==> config.mk <==
export PLATFORM = sky130hd
export DESIGN_NAME = cswr_supervisor
export DESIGN_NICKNAME = d
export VERILOG_FILES = /design/src/logic/cswr_supervisor.v
export VERILOG_INCLUDE_DIRS = /design/src /design/src/logic
export SDC_FILE = /design/constraint.sdc
export NUM_CORES = 1
export LEC_CHECK = 0
export ABC_AREA = 1
export BUFFER_PORTS_ARGS = -buffer_cell sky130_fd_sc_hd__buf_4
export CAP_MARGIN = 20
export CORE_UTILIZATION = 50
export DETAILED_ROUTE_END_ITERATION = 10
export MAX_ROUTING_LAYER = met4
export PLACE_DENSITY = 0.63
export SLEW_MARGIN = 20
export SYNTH_ARGS = -nofsm -noshare
export SYNTH_HDL_FRONTEND = slang
export SYNTH_SLANG_ARGS = --single-unit
==> constraint.sdc <==
create_clock -name mclk_i -period 2.5 [get_ports mclk_i]
set_clock_uncertainty 0.1 [all_clocks]
set_input_delay 0.25 -clock mclk_i [delete_from_list [all_inputs] [get_ports mclk_i]]
set_output_delay 0.25 -clock mclk_i [all_outputs]
set_load 0.02 [all_outputs]
==> src/logic/cswr_defines.vh <==
// constants for the cpu supervisor watchdog and reset block
`ifndef CSWR_DEFINES_VH
`define CSWR_DEFINES_VH

`define CSWR_XTAL_HZ 32768
`define CSWR_MCLK_HZ 100000000
`define CSWR_SEL_1750MS 2'h0
`define CSWR_SEL_750MS 2'h1
`define CSWR_SEL_250MS 2'h2
`define CSWR_SEL_OFF 2'h3
`define CSWR_WDT_1750_MS 1750
`define CSWR_WDT_750_MS 750
`define CSWR_WDT_250_MS 250
`define CSWR_RST_HOLD_MS 250
`define CSWR_POR_DELAY_MS 250
`define CSWR_LVS_RESP_NS 500
`define CSWR_MS_TO_TICKS(ms) (((ms) * `CSWR_XTAL_HZ) / 1000)
`define CSWR_LVS_RESP_CYC ((`CSWR_LVS_RESP_NS * (`CSWR_MCLK_HZ / 1000000)) / 1000)

`endif

==> src/logic/cswr_supervisor.v <==
// cpu supervisor: watchdog, power-on delay and low-supply reset
`include "cswr_defines.vh"

// What this block does
// - two-bit select picks 1.75s, 750ms, 250ms
// - off setting never lets watchdog reset
// - expired enabled watchdog asserts reset output
// - watchdog reset held about 250 ms
// - power-on reset held about 250 ms
// - low supply asserts reset within 500 ns
// - reset output is active-low open drain
module cswr_supervisor #(
  parameter integer WDT_1750_TICKS = `CSWR_MS_TO_TICKS(`CSWR_WDT_1750_MS),
  parameter integer WDT_750_TICKS = `CSWR_MS_TO_TICKS(`CSWR_WDT_750_MS),
  parameter integer WDT_250_TICKS = `CSWR_MS_TO_TICKS(`CSWR_WDT_250_MS),
  parameter integer RST_HOLD_TICKS = `CSWR_MS_TO_TICKS(`CSWR_RST_HOLD_MS),
  parameter integer POR_TICKS = `CSWR_MS_TO_TICKS(`CSWR_POR_DELAY_MS),
  parameter integer CNT_W = 17
) (
  input wire mclk_i,
  input wire rst_n_i,
  input wire ce_i,
  input wire xtal_tick_i,
  input wire wdt_period_sel_hi_i,
  input wire wdt_period_sel_lo_i,
  input wire low_supply_sense_i,
  input wire wdt_restart_i,
  output reg reset_n_o,
  output reg reset_oe_o,
  output reg wdt_expired_o
);

  localparam [CNT_W-1:0] W1750 = WDT_1750_TICKS[CNT_W-1:0];
  localparam [CNT_W-1:0] W750 = WDT_750_TICKS[CNT_W-1:0];
  localparam [CNT_W-1:0] W250 = WDT_250_TICKS[CNT_W-1:0];
  localparam [CNT_W-1:0] HOLD = RST_HOLD_TICKS[CNT_W-1:0];
  localparam [CNT_W-1:0] PORT = POR_TICKS[CNT_W-1:0];

  localparam [2:0] ST_POR = 3'h1;
  localparam [2:0] ST_RUN = 3'h2;
  localparam [2:0] ST_HOLD = 3'h4;

  // bank order of the pins that cross into the clock domain
  localparam integer NPIN = 5;
  localparam integer P_TICK = 0;
  localparam integer P_LVS = 1;
  localparam integer P_RS = 2;
  localparam integer P_SLO = 3;
  localparam integer P_SHI = 4;

  wire [NPIN-1:0] pin_raw;
  wire [NPIN-1:0] pin_sync;
  wire tick_q;
  wire lvs_q;
  wire rs_q;
  wire [1:0] sel_q;
  wire primed;
  wire tick;
  wire restart;
  wire run_nxt;
  reg tick_d_r;
  reg rs_d_r;
  reg [1:0] fill_r;
  reg [2:0] state_r;
  reg [2:0] state_nxt;
  // counters sized for the longest period at the crystal rate
  reg [CNT_W-1:0] wdt_cnt_r;
  reg [CNT_W-1:0] wdt_cnt_nxt;
  reg [CNT_W-1:0] hold_cnt_r;
  reg [CNT_W-1:0] hold_cnt_nxt;
  reg [CNT_W-1:0] period;

  assign pin_raw = {wdt_period_sel_hi_i, wdt_period_sel_lo_i, wdt_restart_i,
    low_supply_sense_i, xtal_tick_i};

  // pins from outside: two flops before any logic reads them
  genvar gi;
  generate
    for (gi = 0; gi < NPIN; gi = gi + 1) begin : g_sync
      reg s1_r;
      reg s2_r;
      always @(posedge mclk_i) begin
        if (!rst_n_i) begin
          s1_r <= 1'b0;
          s2_r <= 1'b0;
        end else if (ce_i) begin
          s1_r <= pin_raw[gi];
          s2_r <= s1_r;
        end
      end
      assign pin_sync[gi] = s2_r;
    end
  endgenerate

  // select bits are static settings, so no word handshake is needed
  assign tick_q = pin_sync[P_TICK];
  assign lvs_q = pin_sync[P_LVS];
  assign rs_q = pin_sync[P_RS];
  assign sel_q = {pin_sync[P_SHI], pin_sync[P_SLO]};

  // edge detect only once bank and delay flop hold real pin levels,
  // else a pin already high at reset release reads as a false edge
  always @(posedge mclk_i) begin
    if (!rst_n_i) begin
      tick_d_r <= 1'b0;
      rs_d_r <= 1'b0;
      fill_r <= 2'h0;
    end else if (ce_i) begin
      tick_d_r <= tick_q;
      rs_d_r <= rs_q;
      if (fill_r != 2'h3) begin
        fill_r <= fill_r + 2'h1;
      end
    end
  end

  assign primed = (fill_r == 2'h3);
  assign tick = primed & tick_q & ~tick_d_r;
  assign restart = primed & rs_q & ~rs_d_r;

  // off select gives zero; run state never counts then
  always @* begin
    case (sel_q)
      `CSWR_SEL_1750MS: period = W1750;
      `CSWR_SEL_750MS: period = W750;
      `CSWR_SEL_250MS: period = W250;
      default: period = {CNT_W{1'b0}};
    endcase
  end

  always @* begin
    state_nxt = state_r;
    wdt_cnt_nxt = wdt_cnt_r;
    hold_cnt_nxt = hold_cnt_r;
    case (state_r)
      ST_POR: begin
        // counted only while supply is valid; a dip restarts the delay
        if (lvs_q) begin
          hold_cnt_nxt = {CNT_W{1'b0}};
        end else if (tick) begin
          if (hold_cnt_r >= PORT - 1'b1) begin
            state_nxt = ST_RUN;
            wdt_cnt_nxt = {CNT_W{1'b0}};
          end else begin
            hold_cnt_nxt = hold_cnt_r + 1'b1;
          end
        end
      end
      ST_RUN: begin
        if (lvs_q) begin
          state_nxt = ST_POR;
          hold_cnt_nxt = {CNT_W{1'b0}};
        end else if (restart || sel_q == `CSWR_SEL_OFF) begin
          // restart and the off setting both clear the count
          wdt_cnt_nxt = {CNT_W{1'b0}};
        end else if (tick) begin
          if (wdt_cnt_r >= period - 1'b1) begin
            state_nxt = ST_HOLD;
            hold_cnt_nxt = {CNT_W{1'b0}};
          end else begin
            wdt_cnt_nxt = wdt_cnt_r + 1'b1;
          end
        end
      end
      ST_HOLD: begin
        // restarts are ignored while the hold runs
        if (lvs_q) begin
          state_nxt = ST_POR;
          hold_cnt_nxt = {CNT_W{1'b0}};
        end else if (tick) begin
          if (hold_cnt_r >= HOLD - 1'b1) begin
            state_nxt = ST_RUN;
            wdt_cnt_nxt = {CNT_W{1'b0}};
          end else begin
            hold_cnt_nxt = hold_cnt_r + 1'b1;
          end
        end
      end
      default: begin
        state_nxt = ST_POR;
        hold_cnt_nxt = {CNT_W{1'b0}};
      end
    endcase
  end

  // run only when the next state is run and supply is good
  assign run_nxt = (state_nxt == ST_RUN) && !lvs_q;

  always @(posedge mclk_i) begin
    if (!rst_n_i) begin
      state_r <= ST_POR;
      wdt_cnt_r <= {CNT_W{1'b0}};
      hold_cnt_r <= {CNT_W{1'b0}};
    end else if (ce_i) begin
      state_r <= state_nxt;
      wdt_cnt_r <= wdt_cnt_nxt;
      hold_cnt_r <= hold_cnt_nxt;
    end
  end

  // outputs registered so the pin never glitches on decode;
  // the sync and register stages cost three cycles, far inside 500 ns
  always @(posedge mclk_i) begin
    if (!rst_n_i) begin
      reset_n_o <= 1'b0;
      reset_oe_o <= 1'b1;
      wdt_expired_o <= 1'b0;
    end else if (ce_i) begin
      // low supply bypasses state so response stays in a few cycles
      reset_n_o <= run_nxt;
      reset_oe_o <= !run_nxt;
      wdt_expired_o <= (state_nxt == ST_HOLD);
    end
  end

endmodule

# After elaboration in Yosys (flattened, before gate mapping)
# Index checks and enable logic that the tools add are counted.
# classes
n_addsub	4
mul	0
div_mod_pow	0
order_cmp	2
n_eq_ne	21
shifts	0
n_mux	26
n_bitwise	6
reduce_logical	10
# ops
cell	count
two-way mux 17 bit	14
case mux 17 bit (2 select lines)	2
case mux 16 bit (3 select lines)	1
adder 17 x 1 -> 17 bit (second input constant)	2
two-way mux 3 bit	8
inequality test 3 bit (second input constant)	6
greater-or-equal comparator 17 x 13 -> 1 bit (second input constant)	1
greater-or-equal comparator 17 bit	1
subtractor 17 x 1 -> 17 bit (second input constant)	1
case mux 3 bit (3 select lines)	1
AND reduction 8 bit	1
equality test 2 bit (second input constant)	3
equality test 3 x 2 -> 1 bit (second input constant)	2
equality test 3 bit (second input constant)	2
inequality test 2 bit (second input constant)	3
AND reduction 6 bit	1
bitwise AND 1 bit	4
inequality test 2 x 1 -> 1 bit (second input constant)	2
equality test 3 x 1 -> 1 bit (second input constant)	1
inequality test 3 x 1 -> 1 bit (second input constant)	1
adder 2 x 1 -> 2 bit (second input constant)	1
equality test 2 x 1 -> 1 bit (second input constant)	1
zero test 1 bit	2
zero test 2 bit	1
other kinds (6)	7
# totals
reg_bits	54
latch_bits	0
ram_bits	0
mem_bits_ro	0
in_bits	8
output_inout_bits	3
wordCells	88
memories	0

# Logic depth before layout (Yosys ltp)
# Gate-level depths: netlist (run 1).
# depth
ltp_word	12
depth_mapped	17

# Worst setup path before layout (run 1)
# No wires, ideal clock.
# synth_path
kind	flip-flop to flip-flop
startpoint	reg g_sync[3].s2_r
endpoint	reg wdt_cnt_r[13]
arrival_time_ns	1.922
path_slack_ns	0.338
stages_incl_launch_ff	17
n_path_buf	1
period_less_slack_ns	2.162
path_cell_list	dfxtp_1 inv_1 ha_1 inv_1 ha_1 nand2_1 nor2_1 and2_1 nand2_1 nand3_1 nand2_1 nand2_2 nand2_4 nand3_2 buf_4 nand2_1 a21oi_2
# synth_via
elab_chain_len	6
elab_cells_between_ends	14
classes_between	1 x add/sub; 1 x order compare; 5 x eq/ne; 4 x mux; 3 x reduce/logical
# synth_lines
item	line_no	text
start: declaration	cswr_supervisor.v:81	reg s2_r;
start signal: assignment	cswr_supervisor.v:88	s2_r <= s1_r;
equality test 2 bit (tied with other cells)	cswr_supervisor.v:123	case (sel_q)
case mux 16 bit (3 select lines)	cswr_supervisor.v:123	
subtractor 17 x 1 -> 17 bit	cswr_supervisor.v:157	if (wdt_cnt_r >= period - 1'b1) begin
greater-or-equal comparator 17 bit	cswr_supervisor.v:157	
inequality test 3 bit (no line)	-	
AND reduction 8 bit (no line)	-	
end signal: assignment	cswr_supervisor.v:192	wdt_cnt_r <= {CNT_W{1'b0}};
end signal: assignment	cswr_supervisor.v:196	wdt_cnt_r <= wdt_cnt_nxt;
end: declaration	cswr_supervisor.v:67	reg [CNT_W-1:0] wdt_cnt_r;
# Parallel ways exist; a longest one is shown, timed or not. The select of a mux whose other input is x is not followed.
# A chain may end at the register's enable or synchronous reset.

# Worst setup path in the final report (run 1)
# layout_path
startpoint	reg g_sync[3].s2_r
endpoint	reg hold_cnt_r[6]
# layout_via
elab_chain_len	6
elab_cells_between_ends	11
classes_between	1 x add/sub; 1 x order compare; 5 x eq/ne; 1 x mux; 3 x reduce/logical
# layout_lines
item	line_no	text
equality test 2 bit (tied with other cells)	cswr_supervisor.v:123	
case mux 16 bit (3 select lines)	cswr_supervisor.v:123	
subtractor 17 x 1 -> 17 bit	cswr_supervisor.v:157	
greater-or-equal comparator 17 bit	cswr_supervisor.v:157	
inequality test 3 bit (no line)	-	
AND reduction 6 bit (no line) (*)	-	
end signal: assignment	cswr_supervisor.v:193	hold_cnt_r <= {CNT_W{1'b0}};
end signal: assignment	cswr_supervisor.v:197	hold_cnt_r <= hold_cnt_nxt;
end: declaration	cswr_supervisor.v:69	reg [CNT_W-1:0] hold_cnt_r;
# Mark *: on every way between the ends. The rest lies on a longest branch, timed or not.

==> reports/results.ini, run 1 <==
[outcome]
status = finished, final reports clean

[clock_network]
cts_hold_buf = 0
clk_path_buf_depth = 2
cts_root_buf = clkbuf_8
numCtsBuffers = 5
cts_tree = yes
clock-sinks = 54
clock_latency_ps = 310
clk_pin_slew_worst_paths_ps = 110
htreeDepth = 2

[detailed_routing]
wl_um = 7650
vias = 3118
drc_errors = 0
viasPerCell = 5.40
ant_nets = 0
drt_iter0_drc = 165
firstDrtPassIters = 5
avgRoutedWirePerCell_um = 13.3

[cells_and_area]
drive_gt1_frac = 0.156
final_common_cell = nand2_1
nFillCells = 650
area_growth_syn_to_layout_pct = 9.66
finalNetCount = 516
final_cell_mix = nand2_1, nor2_1, dfxtp_1
diodes = 0
utilization = 0.574

[critical_path]
max_stage_delay_ps = 350
crit_start = g_sync[3].s2_r
cp.buffers_inverters = 2
path_class = flop to flop
reg2reg_slack_ps = 230
cp.arrival_ps = 2360
cp_top_family = simple AND/OR/NAND/NOR gates
ff2ff_path_depth = 14
crit_slowest_cell = dfxtp_1
path_cells = inv_1 > ha_1 > inv_1 > ha_1 > nand2_1 > nor2_1 > and2_1 > nand2_1 > nand3_1 > nand3_2 > nand2_4 > nand3_2 > nand2_1 > a21oi_1
critPathLaunchType = flop
cp_max_fo = 8
reg2reg_to = hold_cnt_r[6]
cp-endpoint = hold_cnt_r[6]
critPathCaptureType = flop
required_ps = 2580
cp.depth = 14
crit_top_cell = nand2_1
r2r-start = g_sync[3].s2_r

[yosys]
synth-main-ff-cell = dfxtp_1
ys_seq_area_frac = 0.324
syn_avg_cell_area_um2 = 6.83
syn-num-nets = 506
synth_edf_count = 0
synthDistinctLibCells = 41
synth_area_mm2 = 0.00334
synth-async-reset-ratio = 0
ys_ff_latch = 54
yosysTopAreaCellShare = 0.324
ys.warnings.count = 0
synth_largest_area_cell = dfxtp_1
synth_area_leaders = dfxtp_1, nand2_1, nor2_1
syn_inst = 489

[hold_path]
min-delay-start = wdt_restart_i
hold_path_class = input pin to flop

[grt]
grt_pass1_vias = 2807
antenna_found_initial = 0
grt_first_pass_wirelength_um = 12900
grt_max_degree = 31
grt-ovfl-total = 0
grt_usage = 0.228

[power_and_ir_drop]
leakagePower_nw = 1.35
ir_worst_vdd_mv = 0.321
p_per_area_mw_per_mm2 = 451
finalPower_mw = 1.65

[floorplanning]
rows = 29
ios = 11
die_x_um = 83.7
core_area_mm2 = 0.00639
start_util = 0.523
die_y_um = 83.7
dieArea_mm2 = 0.00701

[place]
hpwl_um = 5220
numPortBuffers = 10
gp_congestion = 0.821

[timing]
post-route-min-period_ps = 2270
tns_ps = 0
fin_crit_sh = 0.909
tightest_slew_ps = 569
slew_violations = 0
final-hold-violation-count = 0
rsz0062_at_grt = false
setup_violations = 0
fmax_mhz = 440
max_slew_margin = 0.620

[flow_run]
cap_violations = 0

kinds of logic (layout without fill, tap and decap cells):
family,after synthesis,after routing,synth area share
AND/OR/NAND/NOR,281,282,0.412
buffers and inverters,71,81,0.0906
AO/OA/AOI/OAI,66,66,0.119
flip-flops,54,54,0.324
adder cells (fa/ha/maj),9,9,0.0337
XOR/XNOR,8,8,0.0210
metal layers:
| metal | part of all wire | global-route usage | vias up |
|---|---|---|---|
| met4 | 0.0065 | 0.0339 | 0 |
| met1 | 0.52 | 0.314 | 1414 |
| met2 | 0.44 | 0.361 | 55 |
| li1 | - | - | 1645 |
| met5 | 0 | - | - |
| met3 | 0.040 | 0.0356 | 4 |
cell usage after synthesis, types with 2 or more instances:
| cell type | n |
|---|---|
| a21oi_2 | 10 |
| ha_1 | 9 |
| o211ai_1 | 2 |
| inv_1 | 47 |
| nand2_1 | 99 |
| xor2_1 | 5 |
| dfxtp_1 | 54 |
| nor2_1 | 75 |
| nor4_1 | 8 |
| nor3_1 | 11 |
| a21oi_1 | 33 |
| o21ai_0 | 16 |
| nor2_2 | 2 |
| nand2_4 | 2 |
| nand3_1 | 31 |
| xnor2_1 | 3 |
| nor2_4 | 2 |
| nand3_2 | 16 |
| or2_2 | 2 |
| nand2_2 | 3 |
| nand4_1 | 23 |
| clkbuf_1 | 13 |
| inv_2 | 3 |
| buf_4 | 3 |
flip-flops by register name (all words and copies together) (netlist names):
register and count:
hold_cnt_r 17, fill_r 2, g_sync.s1_r 5, state_r 3, wdt_cnt_r 17, wdt_expired_o 1, tick_d_r 1, g_sync.s2_r 5
reset_oe_o 1, reset_n_o 1, rs_d_r 1
metrics by stage:
step                hold WS (ps)  instance area (µm²)  cells  setup slack, ps
floorplan                    285                 3340    489              338
global placement             328                 3460    564              135
detailed placement           332                 3460    564              129
CTS                         45.5                 3550    572             83.2
global route                38.3                 3660    577             7.79
finish                      47.8                 3660    577              226
worst min path at each step:
stage	endpoint	depth (start not counted)	slack (ps)
finish	g_sync[2].s1_r	3	50
CTS	g_sync[2].s1_r	3	50
global placement	hold_cnt_r[16]	2	330
floorplan	g_sync[0].s1_r	2	280
detailed placement	hold_cnt_r[14]	2	330
global route	g_sync[0].s1_r	3	40
worst min-delay path: stages:
cell and delay (ps):
buf_4 70, nor2_1 30, nor2_1 80
repair_timing:
action / 4_1_cts / 5_1_grt
setup endpoints to repair: 0 / 36
gates resized for setup: 0 / 8
setup buffers: 0 / 3
where the power goes:
part | switching [mW] | total, mW | internal [mW]
logic | 0.154 | 0.226 | 0.0729
registers | 0.0220 | 0.909 | 0.887
clock network | 0.315 | 0.517 | 0.201
total | 0.491 | 1.65 | 1.16
cell type report:
cell class / count / area [µm²] / share of cell area
clock buffers: 5 / 68.8 / 0.0188
clock inverters: 3 / 23.8 / 0.00649
inverters: 51 / 191 / 0.0523
multi-input cells: 365 / 1990 / 0.544
flip-flops and latches: 54 / 1080 / 0.295
well taps: 77 / 96.3 / 0.0263
repair buffers: 22 / 210 / 0.0574
Note: power is estimated with default switching activity, not from simulation.
==> inputs of run 2 (changes only) <==
Settings changed: CORE_UTILIZATION 50 to 46, PLACE_DENSITY 0.63 to 0.59, REMOVE_ABC_BUFFERS set to 1.
==> reports/results.ini, run 2 (synthesis results as in run 1) <==
[hold_path]
hold_path_class = input pin to flop

[grt]
grt_pass1_vias = 2719  ; -3.1%
grt-ovfl-total = 0  ; unchanged
grt_max_degree = 31  ; unchanged
grt_first_pass_wirelength_um = 13000  ; +0.22%
grt_usage = 0.221  ; -0.00676
antenna_found_initial = 0  ; unchanged

[clock_network]
clk_pin_slew_worst_paths_ps = 100  ; about the same
cts_root_buf = clkbuf_8
clk_path_buf_depth = 2  ; unchanged
clock-sinks = 54  ; unchanged
numCtsBuffers = 5  ; unchanged
cts_resized = 0  ; unchanged
cts_tree = yes
htreeDepth = 2  ; unchanged
cts_hold_buf = 0  ; unchanged
post_cts_buffers = 0  ; unchanged
clock_latency_ps = 300  ; about the same

[cells_and_area]
drive_gt1_frac = 0.151  ; -0.00479
seq_area_mm2 = 0.00108  ; +0.12%
final_cell_mix = nand2_1, nor2_1, dfxtp_1
fin_area_mm2 = 0.00366  ; about the same
nFillCells = 728  ; +12%
final_common_cell = nand2_1
diodes = 0  ; unchanged
finalNetCount = 512  ; -0.78%
multiInputGateArea_mm2 = 0.00200  ; +0.25%
area_growth_syn_to_layout_pct = 9.70  ; about the same
reg_top3 = hold_cnt_r (17), wdt_cnt_r (17)

[timing]
final-hold-violation-count = 0  ; unchanged
rsz0062_at_grt = false
slew_violations = 0  ; unchanged
post-route-min-period_ps = 2260  ; -9.43 ps
tns_ps = 0  ; unchanged
setup_violations = 0  ; unchanged
fin_ws_ps = 236  ; +9.43 ps
fmax_mhz = 442  ; +0.42%
holdWs_ps = 66.9  ; +19.1 ps
fin_crit_sh = 0.906  ; -0.00377
tightest_slew_ps = 586  ; +17.6 ps
max_slew_margin = 0.609  ; -0.0117

[critical_path]
critPathCaptureType = flop
path_class = flop to flop
required_ps = 2590  ; about the same
max_stage_delay_ps = 340  ; about the same
cp.arrival_ps = 2350  ; about the same
critPathLaunchType = flop
crit_top_cell = nand2_1
cp.buffers_inverters = 3  ; +1
cp_top_family = simple AND/OR/NAND/NOR gates
path_cells = inv_1 > ha_1 > inv_1 > ha_1 > nand2_1 > nor2_1 > and2_1 > nand2_1 > nand3_2 > nand2_1 > nand2_2 > nand2_4 > buf_6 > nand3_1 > nand2_1 > nor2_1
cp_max_fo = 17  ; +9
crit_slowest_cell = dfxtp_2

[power_and_ir_drop]
leakagePower_nw = 1.34  ; -0.50%
ir_worst_vdd_mv = 0.331  ; +3.3%
p_per_area_mw_per_mm2 = 468  ; +3.8%

[floorplanning]
core_area_mm2 = 0.00691  ; +8.2%
ios = 11  ; unchanged
dieArea_mm2 = 0.00761  ; +8.5%
start_util = 0.484  ; -0.0394
die_y_um = 87.2  ; +4.2%
die_x_um = 87.2  ; +4.2%
rows = 30  ; +3.4%

[detailed_routing]
wl_um = 7580  ; -0.94%
firstDrtPassIters = 4  ; -1
ant_nets = 0  ; unchanged
avgRoutedWirePerCell_um = 12.8  ; -3.5%
vias = 3099  ; -0.61%
drt_iter0_drc = 191  ; +16%
viasPerCell = 5.23  ; -3.1%
drc_errors = 0  ; unchanged

[flow_run]
cap_violations = 0  ; unchanged

[place]
numPortBuffers = 10  ; unchanged
gp_congestion = 0.915  ; +11%
dpl_cell_area_mm2 = 0.00348  ; +0.47%
hpwl_um = 5150  ; -1.3%
dp_worst_setup_slack_ps = 131  ; +2.12 ps

[outcome]
status = finished, final reports clean

run 2: stage by stage:
| stage | std cells | utilization | power (mW) |
|---|---|---|---|
| 3_5_place_dp | 582 | 0.503 | 1.14 |
| 5_1_grt | 592 | 0.531 | 1.80 |
| 3_3_place_gp | 582 | 0.503 | 1.13 |
| 4_1_cts | 590 | 0.519 | 1.73 |
| 6_report | 592 | 0.531 | 1.71 |
| 2_1_floorplan | 469 | - | 1.06 |
run 2: area by class of cell:
cell class	instances	share of cell area
Clock buffer	6	0.0198
Clock inverter	2	0.0102
Inverter	51	0.0522
Multi-Input combinational cell	365	0.545
Sequential cell	54	0.295
Tap cell	96	0.0328
Timing Repair Buffer	18	0.0447
run 2: worst register-to-register path: cells and delay by family, from the launching register on:
kind,cells,cell delay (ps)
adder cells (fa/ha/maj),2,560
buffers and inverters,3,300
flip-flops,1,340
AND/OR/NAND/NOR,11,860
run 2: per-layer routing:
metal | part of all wire | GRT usage | vias to the layer above
li1 | - | - | 1630
met1 | 0.50 | 0.308 | 1411
met2 | 0.45 | 0.340 | 54
met3 | 0.040 | 0.0332 | 4
met4 | 0.0077 | 0.0477 | 0
met5 | 0 | - | -
run 2: report_power, final:
| part | switching, mW | internal, mW |
|---|---|---|
| Combinational | 0.152 | 0.0664 |
| Sequential | 0.0226 | 0.887 |
| Clock | 0.287 | 0.299 |
run 2: final timing paths:
check                           slack [ps]  cells after the start              to               start
worst max-delay path                   240                     16    wdt_cnt_r[1]      g_sync[3].s2_r
worst min-delay path                    70                      3  g_sync[1].s1_r  low_supply_sense_i
worst max register to register         240                     16    wdt_cnt_r[1]      g_sync[3].s2_r
worst min register to register         350                      2  hold_cnt_r[14]      hold_cnt_r[14]
==> inputs of run 3 (changes only) <==
Settings changed: CORE_ASPECT_RATIO set to 1.75.
==> reports/results.ini, run 3 (synthesis results as in run 1) <==
[timing]
tightest_slew_ps = 669  ; +82.4 ps
fin_crit_sh = 0.908  ; +0.00201
rsz0062_at_grt = true
setup_violations = 0  ; unchanged
holdWs_ps = 75.7  ; +8.80 ps
final-hold-violation-count = 0  ; unchanged
post-route-min-period_ps = 2270  ; +5.01 ps
fmax_mhz = 441  ; -0.22%
slew_violations = 0  ; unchanged
max_slew_margin = 0.554  ; -0.0550

[clock_network]
cts_root_buf = clkbuf_16
clk_pin_slew_worst_paths_ps = 70  ; -30 ps
cts_resized = 0  ; unchanged
clock_latency_ps = 290  ; about the same
cts_tree = yes
numCtsBuffers = 5  ; unchanged
htreeDepth = 2  ; unchanged
clock-sinks = 54  ; unchanged
post_cts_buffers = 0  ; unchanged
cts_hold_buf = 0  ; unchanged
clk_path_buf_depth = 2  ; unchanged

[critical_path]
critPathCaptureType = flop
cp_max_fo = 14  ; -3
path_class = flop to flop
path_cells = inv_1 > ha_1 > inv_1 > ha_1 > nand2_1 > nor2_1 > and2_1 > nand2_1 > nand3_1 > nand3_1 > nand2_2 > buf_6 > nand3_1 > nand2_1 > a21oi_1
cp_top_family = simple AND/OR/NAND/NOR gates
cp.buffers_inverters = 3  ; unchanged
required_ps = 2590  ; about the same
max_stage_delay_ps = 340  ; about the same
crit_slowest_cell = dfxtp_1
cp.arrival_ps = 2360  ; about the same
critPathLaunchType = flop

[power_and_ir_drop]
p_per_area_mw_per_mm2 = 499  ; +6.8%
finalPower_mw = 1.83  ; +6.9%
ir_worst_vdd_mv = 0.445  ; +34%
leakagePower_nw = 1.36  ; +1.0%

[cells_and_area]
diodes = 0  ; unchanged
area_growth_syn_to_layout_pct = 9.89
multiInputGateArea_mm2 = 0.00198  ; -0.63%
reg_top3 = hold_cnt_r (17), wdt_cnt_r (17)
finalNetCount = 514  ; +0.39%
drive_gt1_frac = 0.151  ; -0.000607
fin_area_mm2 = 0.00367  ; +0.17%
finalNonFillerCells = 582  ; -1.7%
final_cell_mix = nand2_1, nor2_1, dfxtp_1
nFillCells = 722  ; -0.82%
seq_area_mm2 = 0.00108  ; -0.12%
final_common_cell = nand2_1

[detailed_routing]
drc_errors = 0  ; unchanged
wl_um = 8590  ; +13%
ant_nets = 0  ; unchanged
drt_iter0_drc = 155  ; -19%
wl_met2_um = 4820  ; +42%
highest_layer = met4
vias = 3186  ; +2.8%
viasPerCell = 5.47  ; +4.6%
wl_met3_um = 135  ; -56%
avgRoutedWirePerCell_um = 14.8  ; +15%
firstDrtPassIters = 4  ; unchanged
met1_length_um = 3420  ; -11%

[floorplanning]
ios = 11  ; unchanged
rows = 40  ; +33%
start_util = 0.480  ; -0.00348
die_x_um = 66.4  ; -24%
die_y_um = 115  ; +32%
dieArea_mm2 = 0.00762  ; +0.18%
core_area_mm2 = 0.00696  ; +0.72%

[grt]
grt-ovfl-total = 0  ; unchanged
grt_max_degree = 27  ; -13%
grt_usage = 0.251  ; +0.0298
grt_pass1_vias = 3125  ; +15%
antenna_found_initial = 0  ; unchanged
grt_first_pass_wirelength_um = 14200  ; +9.2%

[place]
dpl_cell_area_mm2 = 0.00348  ; +0.22%
gp_congestion = 0.877  ; -4.2%
numPortBuffers = 10  ; unchanged
dp_cells = 573  ; -1.5%
hpwl_um = 6250  ; +21%

[outcome]
status = finished, final reports clean

[hold_path]
hold_path_class = input pin to flop

[flow_run]
cap_violations = 0  ; unchanged

==> run 3: changes by cell type in the layout (fill, tap and decap cells not counted) <==
cell,change
nand2_1,-1
dfxtp_2,-1
clkbuf_8,-4
bufinv_16,-1
dfxtp_1,+1
nand2_2,+2
nand3_2,-2
clkinvlp_4,-1
buf_4,+3
nand3_1,+2
nand2_4,-1
clkbuf_16,+4
clkinv_2,+1
==> run 3: worst paths after layout <==
check | from | end | slack (ps) | depth (start not counted)
max | g_sync[3].s2_r | hold_cnt_r[0] | 230 | 15
min | wdt_restart_i | g_sync[2].s1_r | 80 | 3
max reg2reg | g_sync[3].s2_r | hold_cnt_r[0] | 230 | 15
min reg2reg | hold_cnt_r[16] | hold_cnt_r[16] | 340 | 2
==> run 3: area by class of cell <==
type                            count  area share
Inverter                           51      0.0521
Timing Repair Buffer               20      0.0440
Multi-Input combinational cell    365       0.541
Clock inverter                      1     0.00136
Tap cell                           84      0.0286
Clock buffer                        7      0.0389
Sequential cell                    54       0.294
==> run 3: worst register-to-register path: cells and delay by family (launching register included) <==
family                   cells  cell delay (ps)
adder cells (fa/ha/maj)      2              550
flip-flops                   1              340
AND/OR/NAND/NOR              9              870
buffers and inverters        3              270
AO/OA/AOI/OAI                1               50
==> run 3: routing by layer <==
layer / vias up / track usage
li1: 1634 / -
met1: 1493 / 0.242
met2: 44 / 0.484
met3: 15 / 0.0327
met4: 0 / 0.0979
met5: - / -
==> run 3: power by group <==
group          switching, mW  leakage (nW)  total (mW)  internal, mW
Combinational          0.156         0.844       0.223        0.0669
Clock                  0.302        0.0739       0.700         0.398
Sequential            0.0238         0.440       0.911         0.887
==> run 3: through the flow <==
| step | worst slack (ps) | setup TNS (ps) | util |
|---|---|---|---|
| after floorplan | 234 | 0 | - |
| after CTS | 77.7 | 0 | 0.522 |
| after detailed placement | 96.2 | 0 | 0.501 |
| after global routing | -12.1 | -18.4 | 0.528 |
| after global placement | 152 | 0 | 0.501 |
| final | 231 | 0 | 0.528 |
